## config.mk

```make
export PLATFORM = sky130hd
export DESIGN_NAME = ucs_core
export DESIGN_NICKNAME = d
export VERILOG_FILES = /design/src/hdl/ucs_pkg.sv /design/src/hdl/ucs_baud_gen.sv /design/src/hdl/ucs_core.sv
export SDC_FILE = /design/constraint.sdc
export NUM_CORES = 1
export LEC_CHECK = 0
export ABC_AREA = 1
export BUFFER_PORTS_ARGS = -buffer_cell sky130_fd_sc_hd__buf_2
export CAP_MARGIN = 20
export CELL_PAD_IN_SITES_DETAIL_PLACEMENT = 1
export CELL_PAD_IN_SITES_GLOBAL_PLACEMENT = 2
export CORE_MARGIN = 2
export CORE_UTILIZATION = 30
export DETAILED_ROUTE_END_ITERATION = 8
export PLACE_DENSITY_LB_ADDON = 0.08
export SLEW_MARGIN = 20
export SYNTH_ARGS = -nofsm -noshare
export SYNTH_HDL_FRONTEND = slang
export SYNTH_SLANG_ARGS = --single-unit
```

## constraint.sdc

```tcl
create_clock -name i_core_clk -period 6.3 [get_ports i_core_clk]
set_clock_uncertainty 0.2 [all_clocks]
set_input_delay 0.315 -clock i_core_clk [delete_from_list [all_inputs] [get_ports i_core_clk]]
set_output_delay 0.315 -clock i_core_clk [all_outputs]
set_load 0.1 [all_outputs]
```

## src/hdl/ucs_pkg.sv

```systemverilog
package ucs_pkg;

  ////////////////////////////////////////////////////////////////////////////
  // Mode configuration field layout
  localparam int MODE_W     = 16;
  localparam int LEN_LSB    = 0;
  localparam int CLKSRC_LSB = 4;
  localparam int SYNC_BIT   = 7;
  localparam int PAR_LSB    = 8;
  localparam int STOP_LSB   = 12;

  ////////////////////////////////////////////////////////////////////////////
  // Field encodings
  localparam logic [2:0] LEN_MAX    = 3'h4;
  localparam logic [3:0] MIN_DATA   = 4'h5;
  localparam logic [3:0] MAX_DATA   = 4'h9;
  localparam logic [1:0] PAR_NONE   = 2'h2;
  localparam logic [1:0] PAR_MDROP  = 2'h3;

  ////////////////////////////////////////////////////////////////////////////
  // Timing counts
  localparam int PRE_DIV      = 8;
  localparam int OVERSAMPLE   = 16;
  localparam int START_LOW    = 7;
  localparam int FIRST_SAMPLE = 24;
  localparam int TIMEOUT_MULT = 4;

endpackage

```

## src/hdl/ucs_baud_gen.sv

```systemverilog
`timescale 1ns/1ns
module ucs_baud_gen #(
  parameter int DIV_W = 16
) (
  // Clock and reset
  input  wire logic             i_core_clk,
  input  wire logic             i_rst,
  // Configuration
  input  wire logic             i_sync_mode,
  input  wire logic [1:0]       i_clk_src,
  input  wire logic [DIV_W-1:0] i_divider_value,
  // External link clock
  input  wire logic             i_link_clk,
  // Enables
  output logic                  o_samp_en,
  output logic                  o_bit_rise,
  output logic                  o_bit_fall
);

  logic [2:0]       pre_q;
  logic             ext_s1_q;
  logic             ext_s2_q;
  logic             ext_s3_q;
  logic [DIV_W-1:0] div_cnt_q;
  logic [3:0]       sub_q;

  ////////////////////////////////////////////////////////////////////////////
  // Source select and divider
  wire ext_sel    = i_clk_src[1];
  wire ext_rise   = ext_s2_q & ~ext_s3_q;
  wire ext_fall   = ~ext_s2_q & ext_s3_q;
  wire pre_tick   = (pre_q == 3'(ucs_pkg::PRE_DIV - 1));
  wire src_en     = ext_sel ? ext_rise : (i_clk_src[0] ? pre_tick : 1'b1);
  wire div_zero   = (i_divider_value == '0);
  wire div_wrap   = src_en && !div_zero && (div_cnt_q >= i_divider_value - 1'b1);
  wire div_half   = src_en && !div_zero && (div_cnt_q == (i_divider_value >> 1));
  wire ext_direct = i_sync_mode && ext_sel;
  wire sub_wrap   = o_samp_en && (sub_q == 4'(ucs_pkg::OVERSAMPLE - 1));

  assign o_samp_en  = !i_sync_mode && div_wrap;
  // Async rate is source / (16 * divider); sync takes divider or the pin
  assign o_bit_rise = ext_direct ? ext_rise : (i_sync_mode ? div_wrap : sub_wrap);
  assign o_bit_fall = ext_direct ? ext_fall : (i_sync_mode ? div_half : sub_wrap);

  always_ff @(posedge i_core_clk) begin
    if (i_rst) begin
      pre_q    <= '0;
      ext_s1_q <= 1'b0;
      ext_s2_q <= 1'b0;
      ext_s3_q <= 1'b0;
      div_cnt_q <= '0;
      sub_q    <= '0;
    end else begin
      pre_q    <= pre_tick ? 3'h0 : pre_q + 3'h1;
      ext_s1_q <= i_link_clk;
      ext_s2_q <= ext_s1_q;
      ext_s3_q <= ext_s2_q;
      if (div_zero) begin
        div_cnt_q <= '0;
      end else if (src_en) begin
        div_cnt_q <= div_wrap ? '0 : div_cnt_q + 1'b1;
      end
      if (o_samp_en) begin
        sub_q <= sub_wrap ? 4'h0 : sub_q + 4'h1;
      end
    end
  end

  property p_div_off;
    @(posedge i_core_clk) disable iff (i_rst)
    div_zero && !ext_direct |-> !o_samp_en && !o_bit_rise;
  endproperty
  a_div_off: assert property (p_div_off) else $error("bit clock runs with zero divider");

  property p_ext_direct;
    @(posedge i_core_clk) disable iff (i_rst)
    ext_direct && $rose(ext_s2_q) |-> o_bit_rise;
  endproperty
  a_ext_direct: assert property (p_ext_direct) else $error("pin edge not used");

endmodule

```

## src/hdl/ucs_core.sv

```systemverilog
`timescale 1ns/1ns
module ucs_core #(
  parameter int DIV_W = 16,
  parameter int TO_W  = 16,
  parameter int GAP_W = 8
) (
  // Clock and reset
  input  wire logic                       i_core_clk,
  input  wire logic                       i_rst,
  // Configuration
  input  wire logic [ucs_pkg::MODE_W-1:0] i_mode_cfg,
  input  wire logic [DIV_W-1:0]           i_divider_value,
  input  wire logic [TO_W-1:0]            i_idle_timeout_value,
  input  wire logic [GAP_W-1:0]           i_gap_length_value,
  // Commands
  input  wire logic                       i_clear_status,
  input  wire logic                       i_restart_idle_wait,
  input  wire logic                       i_send_address,
  // Transmit holding
  input  wire logic                       i_thr_write,
  input  wire logic [8:0]                 i_thr_data,
  // Receive holding
  input  wire logic                       i_rhr_read,
  // Line
  input  wire logic                       i_link_clk,
  input  wire logic                       i_rxd,
  output logic                            o_txd,
  // Status
  output logic [8:0]                      o_rhr_data,
  output logic                            o_rx_ready,
  output logic                            o_overrun,
  output logic                            o_check_err,
  output logic                            o_stop_err,
  output logic                            o_idle_expired,
  output logic                            o_tx_ready,
  output logic                            o_tx_empty
);

  typedef enum logic [1:0] {RX_IDLE, RX_START, RX_BITS} ucs_rx_state_type;
  typedef enum logic [1:0] {TX_IDLE, TX_SHIFT, TX_GUARD} ucs_tx_state_type;

  localparam logic [4:0] START_LAST = 5'(ucs_pkg::START_LOW - 1);
  localparam logic [4:0] FIRST_WAIT = 5'(ucs_pkg::FIRST_SAMPLE - ucs_pkg::START_LOW);
  localparam logic [4:0] BIT_WAIT   = 5'(ucs_pkg::OVERSAMPLE);
  localparam int         TO_CNT_W   = TO_W + $clog2(ucs_pkg::TIMEOUT_MULT);

  ucs_rx_state_type    rx_state_q;
  ucs_tx_state_type    tx_state_q;
  logic [4:0]          rx_cnt_q;
  logic [3:0]          rx_idx_q;
  logic [10:0]         rx_bits_q;
  logic                to_armed_q;
  logic [TO_CNT_W-1:0] to_cnt_q;
  logic [8:0]          thr_q;
  logic                thr_full_q;
  logic                thr_addr_q;
  logic                addr_pend_q;
  logic [12:0]         tx_sh_q;
  logic [3:0]          tx_left_q;
  logic [GAP_W-1:0]    gap_cnt_q;
  logic [12:0]         tx_frame;
  logic                samp_en;
  logic                bit_rise;
  logic                bit_fall;

  ////////////////////////////////////////////////////////////////////////////
  // Mode decode
  wire       sync_mode = i_mode_cfg[ucs_pkg::SYNC_BIT];
  wire [1:0] clk_src   = i_mode_cfg[ucs_pkg::CLKSRC_LSB +: 2];
  wire [2:0] len_code  = i_mode_cfg[ucs_pkg::LEN_LSB +: 3];
  wire [2:0] par_kind  = i_mode_cfg[ucs_pkg::PAR_LSB +: 3];
  wire       two_stop  = |i_mode_cfg[ucs_pkg::STOP_LSB +: 2];
  wire       par_none  = (par_kind[2:1] == ucs_pkg::PAR_NONE);
  wire       multidrop = (par_kind[2:1] == ucs_pkg::PAR_MDROP);
  wire       has_par   = !par_none;

  // Lengths above nine clamp to nine
  wire [3:0] n_data    = (len_code >= ucs_pkg::LEN_MAX) ? ucs_pkg::MAX_DATA
                         : {1'b0, len_code} + ucs_pkg::MIN_DATA;
  wire [8:0] data_mask = 9'h1ff >> (ucs_pkg::MAX_DATA - n_data);
  wire [3:0] n_rx      = n_data + {3'h0, has_par} + 4'h1;
  wire [3:0] n_tx      = n_data + {3'h0, has_par} + (two_stop ? 4'h3 : 4'h2);

  ////////////////////////////////////////////////////////////////////////////
  // Bit clock generation
  ucs_baud_gen #(
    .DIV_W (DIV_W)
  ) u_baud (
    .i_core_clk      (i_core_clk),
    .i_rst           (i_rst),
    .i_sync_mode     (sync_mode),
    .i_clk_src       (clk_src),
    .i_divider_value (i_divider_value),
    .i_link_clk      (i_link_clk),
    .o_samp_en       (samp_en),
    .o_bit_rise      (bit_rise),
    .o_bit_fall      (bit_fall)
  );

  ////////////////////////////////////////////////////////////////////////////
  // Receiver
  wire       rx_hunt = sync_mode ? bit_rise : samp_en;
  wire       rx_samp = (rx_state_q == RX_BITS) &&
                       (sync_mode ? bit_rise : (samp_en && rx_cnt_q == 5'h1));
  wire       rx_last = rx_samp && (rx_idx_q == n_rx - 4'h1);
  wire [8:0] rx_data = rx_bits_q[8:0] & data_mask;
  wire       rx_par  = rx_bits_q[n_data];
  wire       rx_calc = par_kind[1] ? par_kind[0] : (^rx_data ^ par_kind[0]);
  wire       par_bad = multidrop ? rx_par : (has_par && rx_par != rx_calc);
  wire       stop_bad = !i_rxd && |rx_data;

  always_ff @(posedge i_core_clk) begin
    if (i_rst) begin
      rx_state_q <= RX_IDLE;
      rx_cnt_q   <= '0;
      rx_idx_q   <= '0;
    end else begin
      unique case (rx_state_q)
        RX_IDLE: begin
          if (rx_hunt && !i_rxd) begin
            rx_state_q <= sync_mode ? RX_BITS : RX_START;
            rx_cnt_q   <= '0;
            rx_idx_q   <= '0;
          end
        end
        RX_START: begin
          if (samp_en) begin
            if (i_rxd) begin
              rx_state_q <= RX_IDLE;
            end else if (rx_cnt_q == START_LAST) begin
              rx_state_q <= RX_BITS;
              rx_cnt_q   <= FIRST_WAIT;
            end else begin
              rx_cnt_q <= rx_cnt_q + 5'h1;
            end
          end
        end
        RX_BITS: begin
          if (samp_en) begin
            rx_cnt_q <= (rx_cnt_q == 5'h1) ? BIT_WAIT : rx_cnt_q - 5'h1;
          end
          if (rx_samp) begin
            rx_idx_q <= rx_idx_q + 4'h1;
          end
          if (rx_last) begin
            rx_state_q <= RX_IDLE;
          end
        end
        default: rx_state_q <= RX_IDLE;
      endcase
    end
  end

  always_ff @(posedge i_core_clk) begin
    if (i_rst) begin
      rx_bits_q <= '0;
    end else if (rx_samp) begin
      rx_bits_q[rx_idx_q] <= i_rxd;
    end
  end

  // Status: a new event in the same cycle as a clear wins
  always_ff @(posedge i_core_clk) begin
    if (i_rst) begin
      o_rhr_data  <= '0;
      o_rx_ready  <= 1'b0;
      o_overrun   <= 1'b0;
      o_check_err <= 1'b0;
      o_stop_err  <= 1'b0;
    end else begin
      if (rx_last) begin
        o_rhr_data <= rx_data;
      end
      o_rx_ready  <= rx_last | (o_rx_ready & ~i_rhr_read);
      o_overrun   <= (rx_last & o_rx_ready & ~i_rhr_read)
                     | (o_overrun & ~i_clear_status);
      o_check_err <= (rx_last & par_bad) | (o_check_err & ~i_clear_status);
      o_stop_err  <= (rx_last & stop_bad) | (o_stop_err & ~i_clear_status);
    end
  end

  ////////////////////////////////////////////////////////////////////////////
  // Idle time-out
  wire to_off = (i_idle_timeout_value == '0);
  wire to_hit = to_armed_q && bit_rise && (to_cnt_q == TO_CNT_W'(1));

  always_ff @(posedge i_core_clk) begin
    if (i_rst) begin
      to_armed_q <= 1'b0;
      to_cnt_q   <= '0;
    end else if (to_off || to_hit || i_restart_idle_wait) begin
      to_armed_q <= 1'b0;
    end else if (rx_last) begin
      to_armed_q <= 1'b1;
      to_cnt_q   <= TO_CNT_W'(i_idle_timeout_value) * TO_CNT_W'(ucs_pkg::TIMEOUT_MULT);
    end else if (to_armed_q && bit_rise) begin
      to_cnt_q <= to_cnt_q - TO_CNT_W'(1);
    end
  end

  always_ff @(posedge i_core_clk) begin
    if (i_rst) begin
      o_idle_expired <= 1'b0;
    end else begin
      o_idle_expired <= to_hit | (o_idle_expired & ~i_restart_idle_wait);
    end
  end

  ////////////////////////////////////////////////////////////////////////////
  // Transmitter
  wire [8:0] tx_data = thr_q & data_mask;
  wire       tx_calc = par_kind[1] ? par_kind[0] : (^tx_data ^ par_kind[0]);
  wire       tx_par  = multidrop ? thr_addr_q : tx_calc;
  wire       tx_done = (tx_state_q == TX_SHIFT) && (tx_left_q == 4'h0);
  wire       gap_on  = (i_gap_length_value != '0);
  wire       tx_slot = (tx_state_q == TX_IDLE) || (tx_done && !gap_on) ||
                       ((tx_state_q == TX_GUARD) && gap_cnt_q == GAP_W'(1));
  wire       tx_start = bit_fall && thr_full_q && tx_slot;

  always_comb begin
    tx_frame    = '1;
    tx_frame[0] = 1'b0;
    for (int i = 0; i < 9; i++) begin
      if (4'(i) < n_data) begin
        tx_frame[i + 1] = tx_data[i];
      end
    end
    if (has_par) begin
      tx_frame[n_data + 4'h1] = tx_par;
    end
  end

  always_ff @(posedge i_core_clk) begin
    if (i_rst) begin
      thr_q       <= '0;
      thr_full_q  <= 1'b0;
      thr_addr_q  <= 1'b0;
      addr_pend_q <= 1'b0;
    end else begin
      if (i_thr_write) begin
        thr_q      <= i_thr_data;
        thr_addr_q <= addr_pend_q | i_send_address;
      end
      thr_full_q  <= i_thr_write | (thr_full_q & ~tx_start);
      addr_pend_q <= i_send_address | (addr_pend_q & ~i_thr_write);
    end
  end

  always_ff @(posedge i_core_clk) begin
    if (i_rst) begin
      tx_state_q <= TX_IDLE;
      tx_sh_q    <= '1;
      tx_left_q  <= '0;
      gap_cnt_q  <= '0;
      o_txd      <= 1'b1;
    end else if (tx_start) begin
      tx_state_q <= TX_SHIFT;
      o_txd      <= tx_frame[0];
      tx_sh_q    <= {1'b1, tx_frame[12:1]};
      tx_left_q  <= n_tx - 4'h1;
    end else if (bit_fall) begin
      unique case (tx_state_q)
        TX_IDLE: o_txd <= 1'b1;
        TX_SHIFT: begin
          if (tx_done) begin
            tx_state_q <= gap_on ? TX_GUARD : TX_IDLE;
            gap_cnt_q  <= i_gap_length_value;
          end else begin
            o_txd     <= tx_sh_q[0];
            tx_sh_q   <= {1'b1, tx_sh_q[12:1]};
            tx_left_q <= tx_left_q - 4'h1;
          end
        end
        TX_GUARD: begin
          o_txd     <= 1'b1;
          gap_cnt_q <= gap_cnt_q - GAP_W'(1);
          if (gap_cnt_q == GAP_W'(1)) begin
            tx_state_q <= TX_IDLE;
          end
        end
        default: tx_state_q <= TX_IDLE;
      endcase
    end
  end

  assign o_tx_ready = !thr_full_q;
  assign o_tx_empty = (tx_state_q == TX_IDLE) && !thr_full_q;

  ////////////////////////////////////////////////////////////////////////////
  // Checks
  property p_rx_ready;
    @(posedge i_core_clk) disable iff (i_rst)
    rx_last |=> o_rx_ready && o_rhr_data == $past(rx_data);
  endproperty
  a_rx_ready: assert property (p_rx_ready) else $error("character not delivered");

  property p_overrun;
    @(posedge i_core_clk) disable iff (i_rst)
    rx_last && o_rx_ready && !i_rhr_read |=> o_overrun;
  endproperty
  a_overrun: assert property (p_overrun) else $error("overrun missed");

  property p_mdrop;
    @(posedge i_core_clk) disable iff (i_rst)
    rx_last && multidrop && !o_check_err |=> o_check_err == $past(rx_par);
  endproperty
  a_mdrop: assert property (p_mdrop) else $error("address flag wrong");

  property p_stop;
    @(posedge i_core_clk) disable iff (i_rst)
    rx_last && !i_rxd && (rx_data != 9'h0) |=> o_stop_err;
  endproperty
  a_stop: assert property (p_stop) else $error("stop error missed");

  property p_clear;
    @(posedge i_core_clk) disable iff (i_rst)
    i_clear_status && !rx_last |=> !o_check_err && !o_overrun;
  endproperty
  a_clear: assert property (p_clear) else $error("status not cleared");

  property p_short_low;
    @(posedge i_core_clk) disable iff (i_rst)
    rx_state_q == RX_START && samp_en && i_rxd |=> rx_state_q == RX_IDLE;
  endproperty
  a_short_low: assert property (p_short_low) else $error("glitch taken as start");

  property p_start_bit;
    @(posedge i_core_clk) disable iff (i_rst)
    tx_start |=> !o_txd && tx_state_q == TX_SHIFT;
  endproperty
  a_start_bit: assert property (p_start_bit) else $error("no start bit");

  property p_guard;
    @(posedge i_core_clk) disable iff (i_rst)
    tx_state_q == TX_GUARD || tx_state_q == TX_IDLE |-> o_txd;
  endproperty
  a_guard: assert property (p_guard) else $error("line low between characters");

  property p_empty;
    @(posedge i_core_clk) disable iff (i_rst)
    o_tx_empty |-> o_tx_ready && o_txd;
  endproperty
  a_empty: assert property (p_empty) else $error("empty while busy");

  property p_timeout;
    @(posedge i_core_clk) disable iff (i_rst)
    to_hit |=> o_idle_expired && !to_armed_q;
  endproperty
  a_timeout: assert property (p_timeout) else $error("idle expiry lost");

  c_rx_char: cover property (@(posedge i_core_clk) disable iff (i_rst) rx_last);
  c_tx_char: cover property (@(posedge i_core_clk) disable iff (i_rst) tx_start);
  c_idle_hit: cover property (@(posedge i_core_clk) disable iff (i_rst) to_hit);
  c_guard: cover property (@(posedge i_core_clk) disable iff (i_rst)
                           tx_state_q == TX_GUARD);

endmodule

```

# After elaboration in Yosys (flattened, before gate mapping)
# Index checks and enable logic that the tools add are counted.
[word_totals]
ff_bits = 120
input_bits = 74
[classes]
n_addsub = 18
magnitude_cmp = 16
n_eq_ne = 29
shift = 1
muxes = 73
bitwise_logic = 34
reduce_logical = 63
[op_table]
columns = ["operator", "n"]
rows = [
  ["12-bit 2-to-1 mux", 4],
  ["18-bit 2-to-1 mux", 2],
  ["16-bit zero test", 2],
  ["4-bit 2-to-1 mux", 8],
  ["1-bit 2-to-1 mux", 30],
  ["5-bit 2-to-1 mux", 6],
  ["1-bit logical AND", 22],
  ["9-bit bitwise AND", 2],
  ["18-bit by 1-bit == test with 1-bit output (second input constant)", 1],
  ["2-bit 2-to-1 mux", 9],
  ["9-bit XOR reduction", 2],
  ["18-bit by 1-bit subtractor with 18-bit output (second input constant)", 1],
  ["16-bit by 1-bit adder with 16-bit output (second input constant)", 1],
  ["4-bit by 1-bit adder with 4-bit output (second input constant)", 4],
  ["16-bit by 15-bit == test with 1-bit output", 1],
  ["16-bit >= comparator", 1],
  ["3-bit by 4-bit less-than comparator with 1-bit output (first input constant)", 4],
  ["16-bit 2-to-1 mux", 1],
  ["2-bit inequality test (second input constant)", 8],
  ["8-bit case mux with 2 select lines", 1],
  ["4-bit AND reduction", 4],
  ["16-bit by 1-bit subtractor with 16-bit output (second input constant)", 1],
  ["4-bit by 5-bit less-than comparator with 1-bit output (second input constant)", 3],
  ["5-bit case mux with 3 select lines", 1],
  ["other kinds (52)", 115],
]

# Depth between registers and ports, before layout
[depth]
word_depth = 15
mapped_depth = 26

# Hierarchy
# Synthesis repeated with hierarchy kept, for this count alone.
[unflattened]
hier_cells = 1280
area_unflattened_um2 = 8373.0
[modules_own_cells]
columns = ["mod", "n_inst", "cells_per_inst", "area_per_inst_um2", "seq_area_each_um2"]
rows = [
  ["ucs_core", 1, 960, 6167.2, 1881.8],
  ["ucs_baud_gen", 1, 320, 2205.9, 520.5],
]

# Worst setup path after synthesis
# Ideal clock, no wire load.
[synth_path]
path_type = "in2reg"
start = "input port i_divider_value[0]"
end = "register to_cnt_q[10]"
t_arrival_ns = 3.500
slack_ns = 2.484
stages = 23
n_path_buf = 2
cell_sequence = "inv_1 -> nand3_1 -> nor3_1 -> nand3_1 -> nor3_1 -> inv_1 -> nor4_1 -> xor2_1 -> inv_1 -> ha_1 -> nand2_1 -> nor4_1 -> nand3_1 -> nand2_2 -> nand2_8 -> a21oi_1 -> nand3_4 -> buf_6 -> nand2_2 -> nand3_2 -> buf_6 -> nor2_1 -> nor2_1"
[synth_between]
elab_chain_len = 14
word_cells_on_any_way = 22
cone_classes = "add/sub: 1; order compare: 1; mux: 4; bitwise: 1; reduce/logical: 15"
[synth_rtl]
columns = ["item", "line", "source"]
rows = [
  ["from (decl)", "ucs_core.sv:12", "input wire logic [DIV_W-1:0] i_divider_value,"],
  ["branches (longest 3 deep; another with 16-bit by 1-bit subtractor with 16-bit output)", "n/a", ""],
  ["1-bit logical AND (*)", "ucs_baud_gen.sv:35", "wire div_wrap = src_en && !div_zero && (div_cnt_q >= i_divider_value - 1'b1);"],
  ["branches (longest 10 deep; another with 2-bit nonzero test)", "n/a", ""],
  ["to (signal assigned)", "ucs_core.sv:195", "to_cnt_q <= TO_CNT_W'(i_idle_timeout_value) * TO_CNT_W'(ucs_pkg::TIMEOUT_MULT);"],
  ["to (signal assigned)", "ucs_core.sv:197", "to_cnt_q <= to_cnt_q - TO_CNT_W'(1);"],
  ["to (decl)", "ucs_core.sv:53", "logic [TO_CNT_W-1:0] to_cnt_q;"],
]
# Mark *: on every way between the ends.
# A chain may end at the register's enable or synchronous reset.

# Final worst setup path
[layout_path]
start = "input port i_divider_value[2]"
end = "register to_cnt_q[2]"
# Same word-level chain as after synthesis.

==> impl_metrics.ini <==
[timing]
drv_slew = 0
hold_viol = 0
worst_slack_ns = 1.66
fin_hold_ws_ns = 0.0294
slew_headroom = 0.488
rsz0062_at_grt = false
worst_pin_slew_ns = 0.765
setup_viol = 0
finalCritPeriodShare = 0.737
tns_ns = 0
fmaxAchievable_ghz = 0.215
min_period_ns = 4.64

[yosys]
synthArstFlopShare = 0
synth_cells = 1290
synth_nets = 1417
synth_edf_count = 0
syn_area_um2 = 8430
ys_ff_latch = 120
synth.avg_cell_area_um2 = 6.53
ys_seq_area_frac = 0.285
synthFlopType = dfxtp_1
yosys_warnings = 0
ys_types = 49

[drt]
drtIter0Drc = 337
avgRoutedWirePerCell_um = 15.0
vias = 8445
detail-route-antenna-nets = 0
viasPerCell = 4.78
wl_um = 26500
route.detailed.drc = 0
first_pass_iters = 4

[clock_network]
cts_tree = built
cts.sinks = 120
cts_max_level = 4
cts-resized-gates = 0
cts_buffers = 17
clk_path_buf_depth = 2
clock_latency_ns = 0.43
cts_root_buf = clkbuf_16
clk_pin_slew_ns = 0.06

[setup_path]
crit_end = to_cnt_q[2]
worst_setup_path_start_kind = primary input
r2r_slack_ns = 3.06
cp.arrival_ns = 4.75
required_ns = 6.41
crit_fanout = 23
timing.rr.end = to_cnt_q[2]
end_kind = flop
r2r-start = u_baud.div_cnt_q[5]
setup.worst_path.start = i_divider_value[2]
r2r_cells = 15
critical_path_class = primary input to flop

[layout]
antenna_cells = 0
utilization = 0.355
final_common_cell = nand2_1
mostFrequentLayoutCells = nand2_1 (272), nor2_1 (177), inv_1 (166)
syn2layout_area_growth_pct = 16.8
nFillCells = 3598
nNetsFinal = 1501
drive_gt1_frac = 0.110

[global_route]
track_usage = 0.186
grt_pass1_vias = 8493
grt_max_degree = 58
grt-ovfl-total = 0
grt_pass1_wl_um = 43600
antenna_found_initial = 0

[floorplanning]
start_util = 0.304
rows = 61
die_h_um = 172
core_um2 = 27700
num_io_pins = 91
die_x_um = 172
die_area_um2 = 29500

[power]
power-per-cell-area_nw_per_um2 = 239
p_leak_nw = 4.32
ir_worst_vdd_v = 0.000130

[place]
hpwl_um = 20100
dpl_worst_slack_ns = 1.14
gp_congestion = 0.775
io_buffer_count = 85

[min_path]
hold_class = primary input to flop
worstHoldStart = i_idle_timeout_value[13]

[run_status]
status = finished clean

[job]
drv_cap = 0
## sequential cells by signal, indices dropped and copies added, names as in the netlist, 2 cells and up
name / count
tx_state_q: 2
rx_bits_q: 11
u_baud.sub_q: 4
rx_state_q: 2
tx_sh_q: 12
thr_q: 9
tx_left_q: 4
rx_cnt_q: 5
gap_cnt_q: 8
u_baud.div_cnt_q: 16
u_baud.pre_q: 3
to_cnt_q: 18
o_rhr_data: 9
rx_idx_q: 4
## worst min path at each step
stage                       to  slack, ns  cells past startpoint
2_1_floorplan  u_baud.ext_s2_q       0.19                      2
3_3_place_gp   u_baud.ext_s2_q       0.21                      2
3_5_place_dp   u_baud.ext_s2_q       0.22                      2
4_1_cts            to_cnt_q[8]       0.02                      5
5_1_grt           to_cnt_q[11]       0.04                      5
6_report          to_cnt_q[15]       0.03                      5
## logic make-up (layout without fill, tap and decap cells)
family / Yosys count / after routing / synth area share
and+or+nand+nor: 631 / 631 / 0.331
AOI/OAI and AO/OA: 224 / 224 / 0.147
buffers and inverters: 207 / 304 / 0.101
DFF: 120 / 120 / 0.285
xor gates and xnor gates: 55 / 55 / 0.0572
adders and majority gates: 53 / 53 / 0.0787
## layer usage
metal	vias up	GRT usage	wire length [um]
met5	-	0	0
li1	4377	-	-
met1	3964	0.246	13200
met4	0	0.0321	148
met2	91	0.323	12500
met3	13	0.0285	645
## layout make-up
cell class	instances	area, um2	share of cell area
timing repair buffer	101	578	0.0587
sequential	120	2400	0.244
tap	378	473	0.0480
multi-input combinational	963	5170	0.525
clock buffer	20	447	0.0454
clock inverter	12	126	0.0128
inverter	171	644	0.0655
## stage by stage
stage | power [mW] | cells | instance area [um2]
final | 2.35 | 1765 | 9840
after global routing | 2.50 | 1765 | 9840
after CTS | 2.38 | 1765 | 9840
after detailed placement | 1.38 | 1720 | 9140
after global placement | 1.38 | 1720 | 9140
after floorplan | 1.22 | 1290 | 8430
## report_power, final
group	switching [mW]	total, mW	internal [mW]	leakage [nW]
Clock	0.389	0.980	0.591	0.268
Sequential	0.0306	0.823	0.793	0.974
Combinational	0.363	0.545	0.182	3.07
Total	0.783	2.35	1.56	4.32
## synth_stat cells, types with 5 or more instances
library cell,number,area (um2)
nand4_1,34,213
buf_6,8,90.1
nor3_1,24,120
o211ai_1,6,45.0
clkbuf_1,17,63.8
dfxtp_1,120,2400
o22ai_1,10,62.6
nor3b_1,5,37.5
o21ai_0,73,365
ha_1,53,663
xnor2_1,23,201
nand3_1,80,400
nand2_1,272,1020
nor4_1,8,50.1
a21oi_1,97,485
nor2_1,177,664
nand2_2,7,43.8
o21ai_1,12,60.1
xor2_1,32,280
inv_1,167,627
o21a_1,11,82.6
## worst max-delay path, stage by stage
cell and delay, ns:
buf_2 0.12, inv_1 0.10, nand3_1 0.11, nor3_1 0.28, nand3_1 0.18, nor3_1 0.45
inv_1 0.12, nor4_1 0.29, xor2_1 0.17, inv_1 0.05, ha_1 0.28, nand2_1 0.09
nor4_1 0.37, nand3_1 0.15, nand2_2 0.13, nand2_8 0.09, a21oi_1 0.27, nand3_4 0.27
buf_4 0.32, nand2_2 0.09, nand3_2 0.23, nor2_1 0.19, nor2_1 0.06
## timing repair
action                                  4_1_cts  5_1_grt
buffers inserted                              0        0
hold endpoints to repair                     15        0
endpoints found under the setup margin        0        0
hold buffers                                 13        0
Power figures use the tool's default switching activity.
